### config.mk
export PLATFORM = sky130hd
export DESIGN_NAME = rsc_reset_seq
export DESIGN_NICKNAME = d
export VERILOG_FILES = /design/src/rtl/rsc_pkg.sv /design/src/rtl/rsc_reset_seq.sv
export VERILOG_INCLUDE_DIRS = /design/src /design/src/rtl
export SDC_FILE = /design/constraint.sdc
export NUM_CORES = 1
export LEC_CHECK = 0
export BUFFER_PORTS_ARGS = -buffer_cell sky130_fd_sc_hd__buf_4
export CORE_MARGIN = 3
export CORE_UTILIZATION = 30
export DETAILED_ROUTE_END_ITERATION = 7
export PLACE_DENSITY_LB_ADDON = 0.12
export SETUP_SLACK_MARGIN = 0.1
export SLEW_MARGIN = 20
export SYNTH_ARGS = -nofsm -noshare
export SYNTH_HDL_FRONTEND = slang
export SYNTH_SLANG_ARGS = --single-unit
### constraint.sdc
create_clock -name CLOCK -period 3.2 [get_ports CLOCK]
set_input_delay 0.16 -clock CLOCK [delete_from_list [all_inputs] [get_ports CLOCK]]
set_output_delay 0.16 -clock CLOCK [all_outputs]
set_load 0.02 [all_outputs]
### src/rtl/rsc_params.svh
`ifndef RSC_PARAMS_SVH
`define RSC_PARAMS_SVH
`define RSC_CLK_HZ        100000000
`define RSC_RC_HZ         31250
`define RSC_PUT_MS        64
`define RSC_PUT_CYCLES    ((`RSC_RC_HZ * `RSC_PUT_MS) / 1000)
`define RSC_WDT_TICKS     16384
`define RSC_OFS_PRF       8'h8e
`define RSC_OFS_STATUS    8'h03
`define RSC_OFS_PC_LO     8'h02
`define RSC_OFS_PC_HI     8'h0a
`define RSC_OFS_IRQ_STAT  8'h90
`define RSC_OFS_IRQ_MASK  8'h91
`define RSC_BIT_BOR       0
`define RSC_BIT_POR       1
`define RSC_BIT_PD        3
`define RSC_BIT_TO        4
`define RSC_PC_RESET      13'h0000
`define RSC_PC_VECTOR     13'h0004
`define RSC_STATUS_POR    8'h18
`define RSC_IRQ_W         4
`define RSC_IRQ_RESET     0
`define RSC_IRQ_WAKE      1
`define RSC_IRQ_START     2
`define RSC_IRQ_VECT      3
`endif

### src/rtl/rsc_pkg.sv
package rsc_pkg;
	typedef enum logic [1:0] {
		RSC_HOLD,
		RSC_TIMING,
		RSC_WAIT_PIN,
		RSC_RUN
	} rsc_state_e;
	typedef logic [12:0] rsc_pc_t;
endpackage

### src/rtl/rsc_reset_seq.sv
`include "rsc_params.svh"
module rsc_reset_seq
	import rsc_pkg::*;
#(
	parameter int PUT_CYCLES = `RSC_PUT_CYCLES,
	parameter int WDT_TICKS  = `RSC_WDT_TICKS
) (
	input  wire logic         CLOCK,
	input  wire logic         ARST_N,
	input  wire logic         RC_TICK,
	input  wire logic         POWER_OK,
	input  wire logic         BROWNOUT,
	input  wire logic         OSC_READY,
	input  wire logic         MASTER_CLEAR_PIN_N,
	input  wire logic         EXT_RESET_PIN_ENABLE,
	input  wire logic         POWERUP_TIMER_DISABLE,
	input  wire logic         WATCHDOG_ENABLE,
	input  wire logic         WATCHDOG_KICK_INSTR,
	input  wire logic         SLEEP_ACTIVE,
	input  wire logic         IRQ_WAKE,
	input  wire logic         GLOBAL_IRQ_ENABLE,
	input  wire logic         STEP_DONE,
	input  wire logic [12:0]  PC_IN,
	output logic              CHIP_RESET,
	output logic              PC_LOAD,
	output logic [12:0]       PC_VALUE,
	output logic              IRQ_PUSH,
	input  wire logic         WB_CYC_I,
	input  wire logic         WB_STB_I,
	input  wire logic         WB_WE_I,
	input  wire logic [7:0]   WB_ADR_I,
	input  wire logic [3:0]   WB_SEL_I,
	input  wire logic [31:0]  WB_DAT_I,
	output logic [31:0]       WB_DAT_O,
	output logic              WB_ACK_O,
	output logic              IRQ
);
	////////////////////////////////////////////////////////////////////
	localparam int PW = $clog2(PUT_CYCLES + 1);
	localparam int WW = $clog2(WDT_TICKS + 1);
	rsc_state_e        state;
	rsc_state_e        next_state;
	logic [PW-1:0]     put_cnt;
	logic [WW-1:0]     wdt_cnt;
	logic              por_seen;
	logic [1:0]        prf;
	logic [7:0]        status;
	logic              vect_pend;
	logic [`RSC_IRQ_W-1:0] irq_stat;
	logic [`RSC_IRQ_W-1:0] irq_mask;
	// Pin reset only counts when the pin is enabled as reset input.
	wire pin_low     = EXT_RESET_PIN_ENABLE & ~MASTER_CLEAR_PIN_N;
	wire bor_ev      = BROWNOUT & por_seen;
	wire supply_bad  = ~POWER_OK | BROWNOUT;
	wire put_done    = POWERUP_TIMER_DISABLE ||
	                   (put_cnt == PW'(PUT_CYCLES));
	wire wdt_expire  = WATCHDOG_ENABLE && state == RSC_RUN &&
	                   RC_TICK && wdt_cnt == WW'(WDT_TICKS - 1);
	wire wdt_wake    = wdt_expire & SLEEP_ACTIVE;
	wire wdt_reset   = wdt_expire & ~SLEEP_ACTIVE;
	wire irq_wake_ev = state == RSC_RUN && SLEEP_ACTIVE && IRQ_WAKE &&
	                   !wdt_expire;
	wire pin_ev      = state == RSC_RUN && pin_low;
	wire started     = state != RSC_RUN && next_state == RSC_RUN;
	////////////////////////////////////////////////////////////////////
	// Sequencer: power and brown-out abort to hold; run needs all three.
	always_comb begin
		next_state = state;
		unique case (state)
			RSC_HOLD:     if (!supply_bad) next_state = RSC_TIMING;
			RSC_TIMING:   if (put_done && OSC_READY)
				next_state = pin_low ? RSC_WAIT_PIN : RSC_RUN;
			RSC_WAIT_PIN: if (!pin_low) next_state = RSC_RUN;
			RSC_RUN:      if (pin_low || wdt_reset) next_state = RSC_WAIT_PIN;
		endcase
		if (supply_bad) next_state = RSC_HOLD;
	end
	always_ff @(posedge CLOCK or negedge ARST_N) begin
		if (!ARST_N) state <= RSC_HOLD;
		else state <= next_state;
	end
	assign CHIP_RESET = state != RSC_RUN;
	// Delay counter advances only on the RC oscillator tick.
	always_ff @(posedge CLOCK or negedge ARST_N) begin
		if (!ARST_N) put_cnt <= '0;
		else if (state == RSC_HOLD || supply_bad)
			put_cnt <= '0;
		else if (state == RSC_TIMING && RC_TICK && !put_done)
			put_cnt <= put_cnt + PW'(1);
	end
	// The delay runs after power-up and brown-out; pin and watchdog resets skip it.
	always_ff @(posedge CLOCK or negedge ARST_N) begin
		if (!ARST_N) por_seen <= 1'b0;
		else if (~POWER_OK) por_seen <= 1'b0;
		else if (started) por_seen <= 1'b1;
	end
	always_ff @(posedge CLOCK or negedge ARST_N) begin
		if (!ARST_N) wdt_cnt <= '0;
		else if (state != RSC_RUN || WATCHDOG_KICK_INSTR || wdt_expire)
			wdt_cnt <= '0;
		else if (RC_TICK) wdt_cnt <= wdt_cnt + WW'(1);
	end
	////////////////////////////////////////////////////////////////////
	wire bus_req  = WB_CYC_I & WB_STB_I & ~WB_ACK_O;
	wire wr_lane0 = bus_req & WB_WE_I & WB_SEL_I[0];
	wire wr_prf   = wr_lane0 && WB_ADR_I == `RSC_OFS_PRF;
	wire wr_stat  = wr_lane0 && WB_ADR_I == `RSC_OFS_STATUS;
	wire wr_istat = wr_lane0 && WB_ADR_I == `RSC_OFS_IRQ_STAT;
	wire wr_imask = wr_lane0 && WB_ADR_I == `RSC_OFS_IRQ_MASK;
	wire [7:0] rd_mux =
		WB_ADR_I == `RSC_OFS_PRF      ? {6'h00, prf} :
		WB_ADR_I == `RSC_OFS_STATUS   ? status :
		WB_ADR_I == `RSC_OFS_PC_LO    ? PC_VALUE[7:0] :
		WB_ADR_I == `RSC_OFS_PC_HI    ? {3'h0, PC_VALUE[12:8]} :
		WB_ADR_I == `RSC_OFS_IRQ_STAT ? {4'h0, irq_stat} :
		WB_ADR_I == `RSC_OFS_IRQ_MASK ? {4'h0, irq_mask} : 8'h00;
	always_ff @(posedge CLOCK or negedge ARST_N) begin
		if (!ARST_N) begin
			WB_ACK_O <= 1'b0;
			WB_DAT_O <= 32'h0000_0000;
		end else begin
			WB_ACK_O <= bus_req;
			WB_DAT_O <= {24'h000000, rd_mux};
		end
	end
	////////////////////////////////////////////////////////////////////
	// Reset-cause flags: hardware events win over software writes.
	always_ff @(posedge CLOCK or negedge ARST_N) begin
		if (!ARST_N) begin
			prf    <= 2'b00;
			status <= `RSC_STATUS_POR;
		end else if (~POWER_OK) begin
			prf[`RSC_BIT_POR] <= 1'b0;
			status <= `RSC_STATUS_POR;
		end else if (bor_ev) begin
			prf[`RSC_BIT_BOR] <= 1'b0;
			status <= `RSC_STATUS_POR;
		end else if (wdt_reset) begin
			status[7:4] <= 4'h0;
		end else if (wdt_wake) begin
			status[`RSC_BIT_TO] <= 1'b0;
			status[`RSC_BIT_PD] <= 1'b0;
		end else if (pin_ev) begin
			status[7:5] <= 3'h0;
			if (SLEEP_ACTIVE) begin
				status[`RSC_BIT_TO] <= 1'b1;
				status[`RSC_BIT_PD] <= 1'b0;
			end
		end else if (irq_wake_ev) begin
			status[`RSC_BIT_TO] <= 1'b1;
			status[`RSC_BIT_PD] <= 1'b0;
		end else begin
			if (wr_prf) prf <= WB_DAT_I[1:0];
			if (wr_stat) status <= WB_DAT_I[7:0];
		end
	end
	////////////////////////////////////////////////////////////////////
	// Program counter load: zero on resets, next on wakes, then vector.
	wire reset_load = started;
	wire wake_load  = wdt_wake | irq_wake_ev;
	wire vect_load  = vect_pend & STEP_DONE;
	always_ff @(posedge CLOCK or negedge ARST_N) begin
		if (!ARST_N) begin
			PC_LOAD   <= 1'b0;
			PC_VALUE  <= `RSC_PC_RESET;
			IRQ_PUSH  <= 1'b0;
			vect_pend <= 1'b0;
		end else begin
			PC_LOAD  <= reset_load | wake_load | vect_load;
			IRQ_PUSH <= vect_load;
			if (reset_load) PC_VALUE <= `RSC_PC_RESET;
			else if (wake_load) PC_VALUE <= PC_IN + 13'h0001;
			else if (vect_load) PC_VALUE <= `RSC_PC_VECTOR;
			if (reset_load) vect_pend <= 1'b0;
			else if (irq_wake_ev && GLOBAL_IRQ_ENABLE) vect_pend <= 1'b1;
			else if (vect_load) vect_pend <= 1'b0;
		end
	end
	////////////////////////////////////////////////////////////////////
	wire [`RSC_IRQ_W-1:0] irq_ev = {vect_load, started,
	                                wake_load, wdt_reset | pin_ev | bor_ev};
	always_ff @(posedge CLOCK or negedge ARST_N) begin
		if (!ARST_N) begin
			irq_stat <= '0;
			irq_mask <= '0;
		end else begin
			irq_stat <= irq_ev | (irq_stat &
			            ~(wr_istat ? WB_DAT_I[`RSC_IRQ_W-1:0] : '0));
			if (wr_imask) irq_mask <= WB_DAT_I[`RSC_IRQ_W-1:0];
		end
	end
	assign IRQ = |(irq_stat & irq_mask);
	////////////////////////////////////////////////////////////////////
	property p_hold_while_timing;
		@(posedge CLOCK) disable iff (!ARST_N)
		state == RSC_TIMING |-> CHIP_RESET;
	endproperty
	a_hold_while_timing: assert property (p_hold_while_timing)
		else $error("chip released while delay timer counts");
	property p_no_run_early;
		@(posedge CLOCK) disable iff (!ARST_N)
		$rose(state == RSC_RUN) && $past(state) == RSC_TIMING |->
			$past(put_done) && $past(OSC_READY);
	endproperty
	a_no_run_early: assert property (p_no_run_early)
		else $error("run began before timers completed");
	property p_bor_restart;
		@(posedge CLOCK) disable iff (!ARST_N)
		BROWNOUT |=> put_cnt == '0;
	endproperty
	a_bor_restart: assert property (p_bor_restart)
		else $error("brown-out did not restart delay");
	property p_disable_nodelay;
		@(posedge CLOCK) disable iff (!ARST_N)
		state == RSC_TIMING && POWERUP_TIMER_DISABLE && OSC_READY &&
		!supply_bad && !pin_low |=> state == RSC_RUN;
	endproperty
	a_disable_nodelay: assert property (p_disable_nodelay)
		else $error("disabled timer still delayed start");
	property p_pin_release;
		@(posedge CLOCK) disable iff (!ARST_N)
		state == RSC_WAIT_PIN && !pin_low && !supply_bad |=> !CHIP_RESET;
	endproperty
	a_pin_release: assert property (p_pin_release)
		else $error("pin release did not start execution");
	property p_por_flags;
		@(posedge CLOCK) disable iff (!ARST_N)
		!POWER_OK |=> !prf[`RSC_BIT_POR] && status[4:3] == 2'b11;
	endproperty
	a_por_flags: assert property (p_por_flags)
		else $error("power-on flags wrong");
	property p_wdt_flags;
		@(posedge CLOCK) disable iff (!ARST_N)
		wdt_reset && POWER_OK && !bor_ev |=>
			status[7:4] == 4'h0 && $stable(status[3:0]);
	endproperty
	a_wdt_flags: assert property (p_wdt_flags)
		else $error("watchdog reset status wrong");
	property p_wake_pc;
		@(posedge CLOCK) disable iff (!ARST_N)
		wake_load && !reset_load |=> PC_LOAD &&
			PC_VALUE == $past(PC_IN) + 13'h0001;
	endproperty
	a_wake_pc: assert property (p_wake_pc)
		else $error("wake did not load next pc");
	property p_prf_upper;
		@(posedge CLOCK) disable iff (!ARST_N)
		WB_ACK_O && $past(WB_ADR_I) == `RSC_OFS_PRF |->
			WB_DAT_O[7:2] == 6'h00;
	endproperty
	a_prf_upper: assert property (p_prf_upper)
		else $error("power flag upper bits not zero");

	// The checks below pin down the cause flags, the program counter loads
	// and the timer behaviour for every kind of reset and wake-up, except the power-on and watchdog-reset flags and the wake load checked above.
	// Each one excludes the higher-priority events that may legally
	// override it in the same cycle, except p_flag_write, which leaves out
	// the watchdog, pin and wake events.

	property p_put_tick;
		@(posedge CLOCK) disable iff (!ARST_N)
		state == RSC_TIMING && !RC_TICK && !supply_bad |=> $stable(put_cnt);
	endproperty
	a_put_tick: assert property (p_put_tick)
		else $error("delay counter moved without an oscillator tick");

	property p_put_limit;
		@(posedge CLOCK) disable iff (!ARST_N)
		put_cnt <= PW'(PUT_CYCLES);
	endproperty
	a_put_limit: assert property (p_put_limit)
		else $error("delay counter ran past its end");

	property p_por_delay;
		@(posedge CLOCK) disable iff (!ARST_N)
		state == RSC_TIMING && !POWERUP_TIMER_DISABLE && !put_done |=>
			state != RSC_RUN;
	endproperty
	a_por_delay: assert property (p_por_delay)
		else $error("run began before the delay ended");

	property p_pc_zero_start;
		@(posedge CLOCK) disable iff (!ARST_N)
		started |=> PC_LOAD && PC_VALUE == `RSC_PC_RESET;
	endproperty
	a_pc_zero_start: assert property (p_pc_zero_start)
		else $error("start did not load address zero");

	property p_bor_flags;
		@(posedge CLOCK) disable iff (!ARST_N)
		bor_ev && POWER_OK |=>
			!prf[`RSC_BIT_BOR] && status == `RSC_STATUS_POR;
	endproperty
	a_bor_flags: assert property (p_bor_flags)
		else $error("brown-out flags wrong");

	property p_pin_sleep_flags;
		@(posedge CLOCK) disable iff (!ARST_N)
		pin_ev && SLEEP_ACTIVE && !supply_bad && !wdt_expire |=>
			status[7:5] == 3'h0 && status[4:3] == 2'b10;
	endproperty
	a_pin_sleep_flags: assert property (p_pin_sleep_flags)
		else $error("pin reset in sleep flags wrong");

	property p_pin_run_flags;
		@(posedge CLOCK) disable iff (!ARST_N)
		pin_ev && !SLEEP_ACTIVE && !supply_bad && !wdt_expire |=>
			status[7:5] == 3'h0 && $stable(status[4:0]);
	endproperty
	a_pin_run_flags: assert property (p_pin_run_flags)
		else $error("pin reset in run changed flags");

	property p_wdt_wake_flags;
		@(posedge CLOCK) disable iff (!ARST_N)
		wdt_wake && !supply_bad |=> status[4:3] == 2'b00;
	endproperty
	a_wdt_wake_flags: assert property (p_wdt_wake_flags)
		else $error("watchdog wake flags wrong");

	property p_irq_wake_flags;
		@(posedge CLOCK) disable iff (!ARST_N)
		irq_wake_ev && !supply_bad && !pin_ev |=> status[4:3] == 2'b10;
	endproperty
	a_irq_wake_flags: assert property (p_irq_wake_flags)
		else $error("interrupt wake flags wrong");

	property p_vector;
		@(posedge CLOCK) disable iff (!ARST_N)
		vect_load && !reset_load && !wake_load |=>
			IRQ_PUSH && PC_VALUE == `RSC_PC_VECTOR;
	endproperty
	a_vector: assert property (p_vector)
		else $error("vector jump missing");

	property p_pin_ignored;
		@(posedge CLOCK) disable iff (!ARST_N)
		!EXT_RESET_PIN_ENABLE && state == RSC_RUN && !supply_bad &&
			!wdt_reset |=> !CHIP_RESET;
	endproperty
	a_pin_ignored: assert property (p_pin_ignored)
		else $error("disabled pin still reset the chip");

	property p_wdt_expire;
		@(posedge CLOCK) disable iff (!ARST_N)
		wdt_reset |=> CHIP_RESET;
	endproperty
	a_wdt_expire: assert property (p_wdt_expire)
		else $error("watchdog expiry did not reset");

	property p_cause_irq;
		@(posedge CLOCK) disable iff (!ARST_N)
		wdt_reset |=> irq_stat[`RSC_IRQ_RESET];
	endproperty
	a_cause_irq: assert property (p_cause_irq)
		else $error("reset event not recorded");

	property p_flag_write;
		@(posedge CLOCK) disable iff (!ARST_N)
		wr_prf && !supply_bad |=> prf == $past(WB_DAT_I[1:0]);
	endproperty
	a_flag_write: assert property (p_flag_write)
		else $error("power flag write lost");
endmodule

# --- After elaboration in Yosys (flattened, before gate mapping) ---
# Index checks and enable logic that the tools add are counted.
totals:
  ff_bits: 72
  wordCells: 163
op_classes:
  addsub: 3
  muxes: 47
  n_eq_ne: 36
  reduce_logical: 36
  bitwise: 23
ops:
  columns: ["cell", "count"]
  rows:
  - ["2-to-1 mux 8 bit", 6]
  - ["2-to-1 mux 13 bit", 3]
  - ["2-to-1 mux 15 bit", 2]
  - ["== test 8 bit, second input constant", 3]
  - ["2-to-1 mux 2 bit", 12]
  - ["2-to-1 mux 11 bit", 2]
  - ["2-to-1 mux 4 bit", 5]
  - ["!= test 2 bit, second input constant", 10]
  - ["== test 8 x 2 -> 1 bit, second input constant", 2]
  - ["logical AND 1 bit", 16]
  - ["adder 15 x 1 -> 15 bit, second input constant", 1]
  - ["== test 15 x 14 -> 1 bit, second input constant", 1]
  - ["2-to-1 mux 3 bit", 5]
  - ["adder 13 x 1 -> 13 bit, second input constant", 1]
  - ["!= test 3 bit, second input constant", 4]
  - ["AND reduction 6 bit", 2]
  - ["adder 11 x 1 -> 11 bit, second input constant", 1]
  - ["== test 11 bit, second input constant", 1]
  - ["2-to-1 mux 5 bit", 2]
  - ["bitwise AND 1 bit", 9]
  - ["2-to-1 mux 1 bit", 9]
  - ["bitwise AND 4 bit", 2]
  - ["== test 8 x 4 -> 1 bit, second input constant", 1]
  - ["case mux 2 bit (4 select lines)", 1]
  - ["24 further kinds", 44]

# --- Longest topological paths before layout ---
depth:
  ltp_word: 13
  depth_mapped: 9
  ltp_nobuf: 7

# --- Least setup slack after synthesis ---
# OpenSTA, ideal clock, no wires.
synth_timing:
  path_kind: "flip-flop to flip-flop"
  start: "register wdt_cnt[0]"
  end: "register status[5]"
  t_required_ps: 3079
  path_stages_with_launch: 7
  setup_slack_ps: 1281
  t_arrival_ps: 1798
  n_path_buf: 0
  path_cell_list: "dfrtp_1 -> ha_1 -> nand3_1 -> nor4_4 -> a211oi_1 -> a32o_1 -> a22o_1"
synth_via:
  elab_chain_len: 6
synth_lines:
  columns: ["element", "line", "text"]
  rows:
  - ["start: declaration", "rsc_reset_seq.sv:44", "logic [WW-1:0] wdt_cnt;"]
  - ["start signal: assignment", "rsc_reset_seq.sv:101", "else if (RC_TICK) wdt_cnt <= wdt_cnt + WW'(1);"]
  - ["== test 15 x 14 -> 1 bit *", "rsc_reset_seq.sv:58", "RC_TICK && wdt_cnt == WW'(WDT_TICKS - 1);"]
  - ["logical AND 1 bit *", "rsc_reset_seq.sv:58", null]
  - ["zero test 1 bit or bitwise AND 1 bit (tied branches)", "rsc_reset_seq.sv:62, rsc_reset_seq.sv:60", null]
  - ["logical AND 1 bit or 2-to-1 mux 4 bit (tied branches)", "rsc_reset_seq.sv:61, rsc_reset_seq.sv:138", null]
  - ["!= test 5 x 4 -> 1 bit (no source line) or 2-to-1 mux 8 bit (tied branches)", null, null]
  - ["AND reduction 3 bit (no source line) or 2-to-1 mux 8 bit (tied branches)", null, null]
  - ["end signal: assignment", "rsc_reset_seq.sv:131", "status <= `RSC_STATUS_POR;"]
  - ["end signal: assignment", "rsc_reset_seq.sv:134", "status <= `RSC_STATUS_POR;"]
  - ["end signal: assignment", "rsc_reset_seq.sv:137", "status <= `RSC_STATUS_POR;"]
  - ["end: declaration", "rsc_reset_seq.sv:47", "logic [7:0] status;"]
# Mark *: on every way between the ends. The rest lies on a longest branch, timed or not.
# A chain may end at the register's enable or synchronous reset.

# --- Final worst setup path ---
# Ends and elaborated chain as after synthesis.

==> impl_summary.log <==
[metrics] total grt overflow: 0
[metrics] path type of the worst setup path: register to register
[metrics] combinational family with the most area after synthesis: simple AND/OR/NAND/NOR gates
[metrics] Adder-Cell Fraction of Synth Area: 1.23%
[metrics] Pre-Repair DR Iteration Count: 4
[metrics] Syn Inst Count: 408
[metrics] total number of vias: 3,197
[metrics] clock insertion delay at the later pin of the skew report: 0.34 ns
[metrics] Slew Viols, Final: 0
[metrics] maximum number of buffers from clock root to sink: 2
[metrics] remaining number of nets flagged by the antenna check after routing: 0
[metrics] sequential area share after synthesis: 44.4%
[metrics] worst-case hold slack: -0.0419 ns
[metrics] violation count after the first detailed-route iteration: 216
[metrics] Arrival @ worst endpoint: 2.48 ns
[metrics] overall die height: 122 µm
[metrics] flops & latches, synth: 72
[metrics] Post-Layout Cell Count: 657
[metrics] fraction of registers with async set/reset: 100%
[metrics] Final nets: 559
[metrics] Max-Cap Viols: 0
[metrics] number of global-route vias before repair: 3,173
[metrics] CTS HTree Levels: 3
[metrics] fraction of final layout cells with drive strength greater than 1: 22.7%
[metrics] Total Negative Setup Slacks: 0 ns
[metrics] Buf/Inv on CP: 0
[metrics] largest area contributor in the synthesized netlist: dfrtp_1
[metrics] run status: finished, violations left
[metrics] combined global-route utilization of all metal layers: 14.7%
[metrics] number of enable flip-flop cells after synthesis: 0
[metrics] maximum clock frequency: 445 MHz
[metrics] pre-CTS WS: 0.945 ns
[metrics] number of buffers inserted for hold repair after clock tree synthesis: 0
[metrics] share of the synthesized netlist area taken by xor and xnor gates: 7.11%
[metrics] violated checks: negative hold slack
[metrics] Post-Route WL: 10.6 mm
[metrics] Synth Cell Area: 0.00407 mm²
[metrics] average cell area after synthesis: 9.97 µm²
[metrics] DP Cell Count: 641
[metrics] number of top-level pins: 125
[metrics] class of the tightest hold or removal check: input pin to asynchronous set/reset pin
[metrics] max-slew headroom at the worst pin: 36.4%
[metrics] Die Span X: 122 µm
[metrics] Max FO, Critical Path: 6
[metrics] most frequent cells after synthesis: dfrtp_1 (70), nor2_1 (46), nand2_1 (28)
[metrics] areal power density over the cells: 453 mW/mm²
[metrics] global-route wire length before repair: 16.7 mm
[metrics] DIE AREA: 0.0150 mm²
[metrics] post-synth top area share: 43.1%
[metrics] HPWL Detailed: 7.89 mm
[metrics] Fin. Hold Viols: 51
[metrics] most numerous cell in the Yosys netlist: dfrtp_1
[metrics] Antenna Diode Count: 0
[metrics] VDD IR max: 237 µV
[metrics] buffer cell driving the clock tree root: clkbuf_16
[metrics] worst-path cell chain: ha_1 > nand3_1 > nor4_4 > a211oi_1 > a32o_1 > a22o_1
[metrics] core area: 0.0129 mm²
[metrics] startpoint class of the critical path: register
[metrics] cts bufs inserted: 9
[metrics] final critical-path required period: 2.25 ns
[metrics] Yosys warning count: 0
[metrics] Worst Tran Pin Value: 0.953 ns
[metrics] compound-cell area share of the yosys netlist: 12.0%
[metrics] RSZ-0062 raised after global routing: false
[metrics] number of vias per cell after detailed routing: 4.87
[metrics] final critical-path setup slack: 0.952 ns
[metrics] top area cells in the synthesized netlist: dfrtp_1 (43%), xor2_1 (5.2%), buf_4 (4.6%)
[metrics] Buffers on Ports: 73
[metrics] multiplexer fraction of the synthesized cell area: 4.12%
[metrics] area fraction in and, or, nand and nor cells after synthesis: 23.2%
[metrics] drt wl/cell: 16.2 µm
[metrics] leakage power: 2.28 nW
[metrics] Unique masters post-synth: 61
[metrics] cell family with most CP delay: compound AO/OA/AOI/OAI gates
[metrics] Top FF cell, synth: dfrtp_1
[metrics] # rows: 41
[metrics] number of clock sinks: 72
[metrics] synthesis-to-layout area growth: 22.3%
[metrics] placer's final routability congestion estimate: 0.747
[metrics] Setup violations, final: 0
[metrics] initial antenna violation count: 0
[metrics] cell at the slowest stage of the critical path: nor4_4
[metrics] type of element capturing the critical path: register
[metrics] TritonCTS clock tree: done
[metrics] largest net degree at the start of global routing: 73
[metrics] period utilisation layout: 70.3%
[metrics] DR DRC count: 0
[metrics] WP data required: 3.43 ns
[metrics] number of setup buffers added after CTS: 0
[metrics] post-cts gate resize count: 0
[metrics] starting utilization of the core area: 31.5%
[metrics] Worst path max stage delay: 0.59 ns
[metrics] worst clock skew on the final layout: 0.00887 ns
[metrics] CTS clk-pin slew, worst paths: 0.06 ns
-- kinds of logic (layout without fill, tap and decap cells) --
kind of cell	count (synthesis)	count (layout)
flip-flops	72	72
AND/OR/NAND/NOR	166	166
buffers and inverters	50	104
AO/OA/AOI/OAI	66	66
XOR/XNOR	33	33
adder cells (fa/ha/maj)	4	4
multiplexers	16	16
other	1	24
-- flip-flops by register name, summed over array words and instances (netlist names), 2 cells and up --
| name | count |
|---|---|
| prf | 2 |
| status | 8 |
| WB_DAT_O | 8 |
| irq_mask | 4 |
| wdt_cnt | 15 |
| put_cnt | 11 |
| state | 2 |
| irq_stat | 4 |
| PC_VALUE | 13 |
-- worst reg2reg max path: cells and delay by family (launching register included) --
family | cells | cell delay, ns
AO/OA/AOI/OAI | 3 | 0.76
AND/OR/NAND/NOR | 2 | 0.74
flip-flops | 1 | 0.38
adder cells (fa/ha/maj) | 1 | 0.27
-- report_power, final --
group	total, mW	switching, mW	internal [mW]
registers	0.956	0.0223	0.933
logic	0.226	0.136	0.0893
clock network	1.07	0.390	0.683
total	2.25	0.549	1.71
-- worst paths after layout --
kind / slack [ns] / cells past startpoint / from / end
max reg2reg: 0.95 / 6 / wdt_cnt[0]$_DFFE_PN0P_ / status[5]$_DFFE_PN0P_
min reg2reg: 0.51 / 2 / status[3]$_DFFE_PN1P_ / status[3]$_DFFE_PN1P_
max in group asynchronous: 2.62 / 1 / ARST_N / WB_DAT_O[5]$_DFF_PN0_
max: 0.95 / 6 / wdt_cnt[0]$_DFFE_PN0P_ / status[5]$_DFFE_PN0P_
min: -0.04 / 1 / ARST_N / put_cnt[1]$_DFFE_PN0P_
min in group CLOCK: 0.04 / 2 / WB_DAT_I[7] / status[7]$_DFFE_PN0P_
-- layout make-up --
cell class	count	area (µm²)
Sequential cell	72	1800
Multi-Input combinational cell	309	2030
Fill cell	1319	7960
Clock buffer	11	233
Tap cell	172	215
Inverter	14	52.6
Timing Repair Buffer	74	556
Clock inverter	5	81.3
-- placed cells by master, fill, tap and decap left out, drive strengths merged, types with 3 or more instances in the layout --
master,n
o21ai,14
a21oi,13
dfrtp,70
a22o,6
a31oi,3
nand4,17
nor3,3
nand3,22
xnor2,9
conb,24
and3,9
mux2,6
nand2b,4
nor2,46
and4,6
clkbuf,11
nor3b,3
nand2,29
mux2i,10
buf,74
xor2,24
a211oi,4
or3,5
and2,5
ha,4
o22ai,12
nor4b,3
nand3b,5
inv,14
-- stage by stage --
stage	power, mW	utilization, %	hold WS [ns]	cell area (µm²)
finish	2.25	38.5	-0.0419	4970
global route	2.35	38.5	0.0368	4970
CTS	2.29	38.5	0.00551	4970
detailed placement	1.20	36.0	0.365	4660
global placement	1.20	36.0	0.370	4660
floorplan	1.10	-	-0.136	4150
-- metal layers --
metal	share of wire (%)	GRT usage (%)	routed length [µm]	up-vias
met1	48	20.0	5060	1550
met2	46	22.3	4870	83
li1	-	-	-	1548
met4	2.1	6.16	219	0
met3	4.4	3.73	466	16
met5	0	0	0	-
No activity file was read; power rests on OpenSTA's default activity.
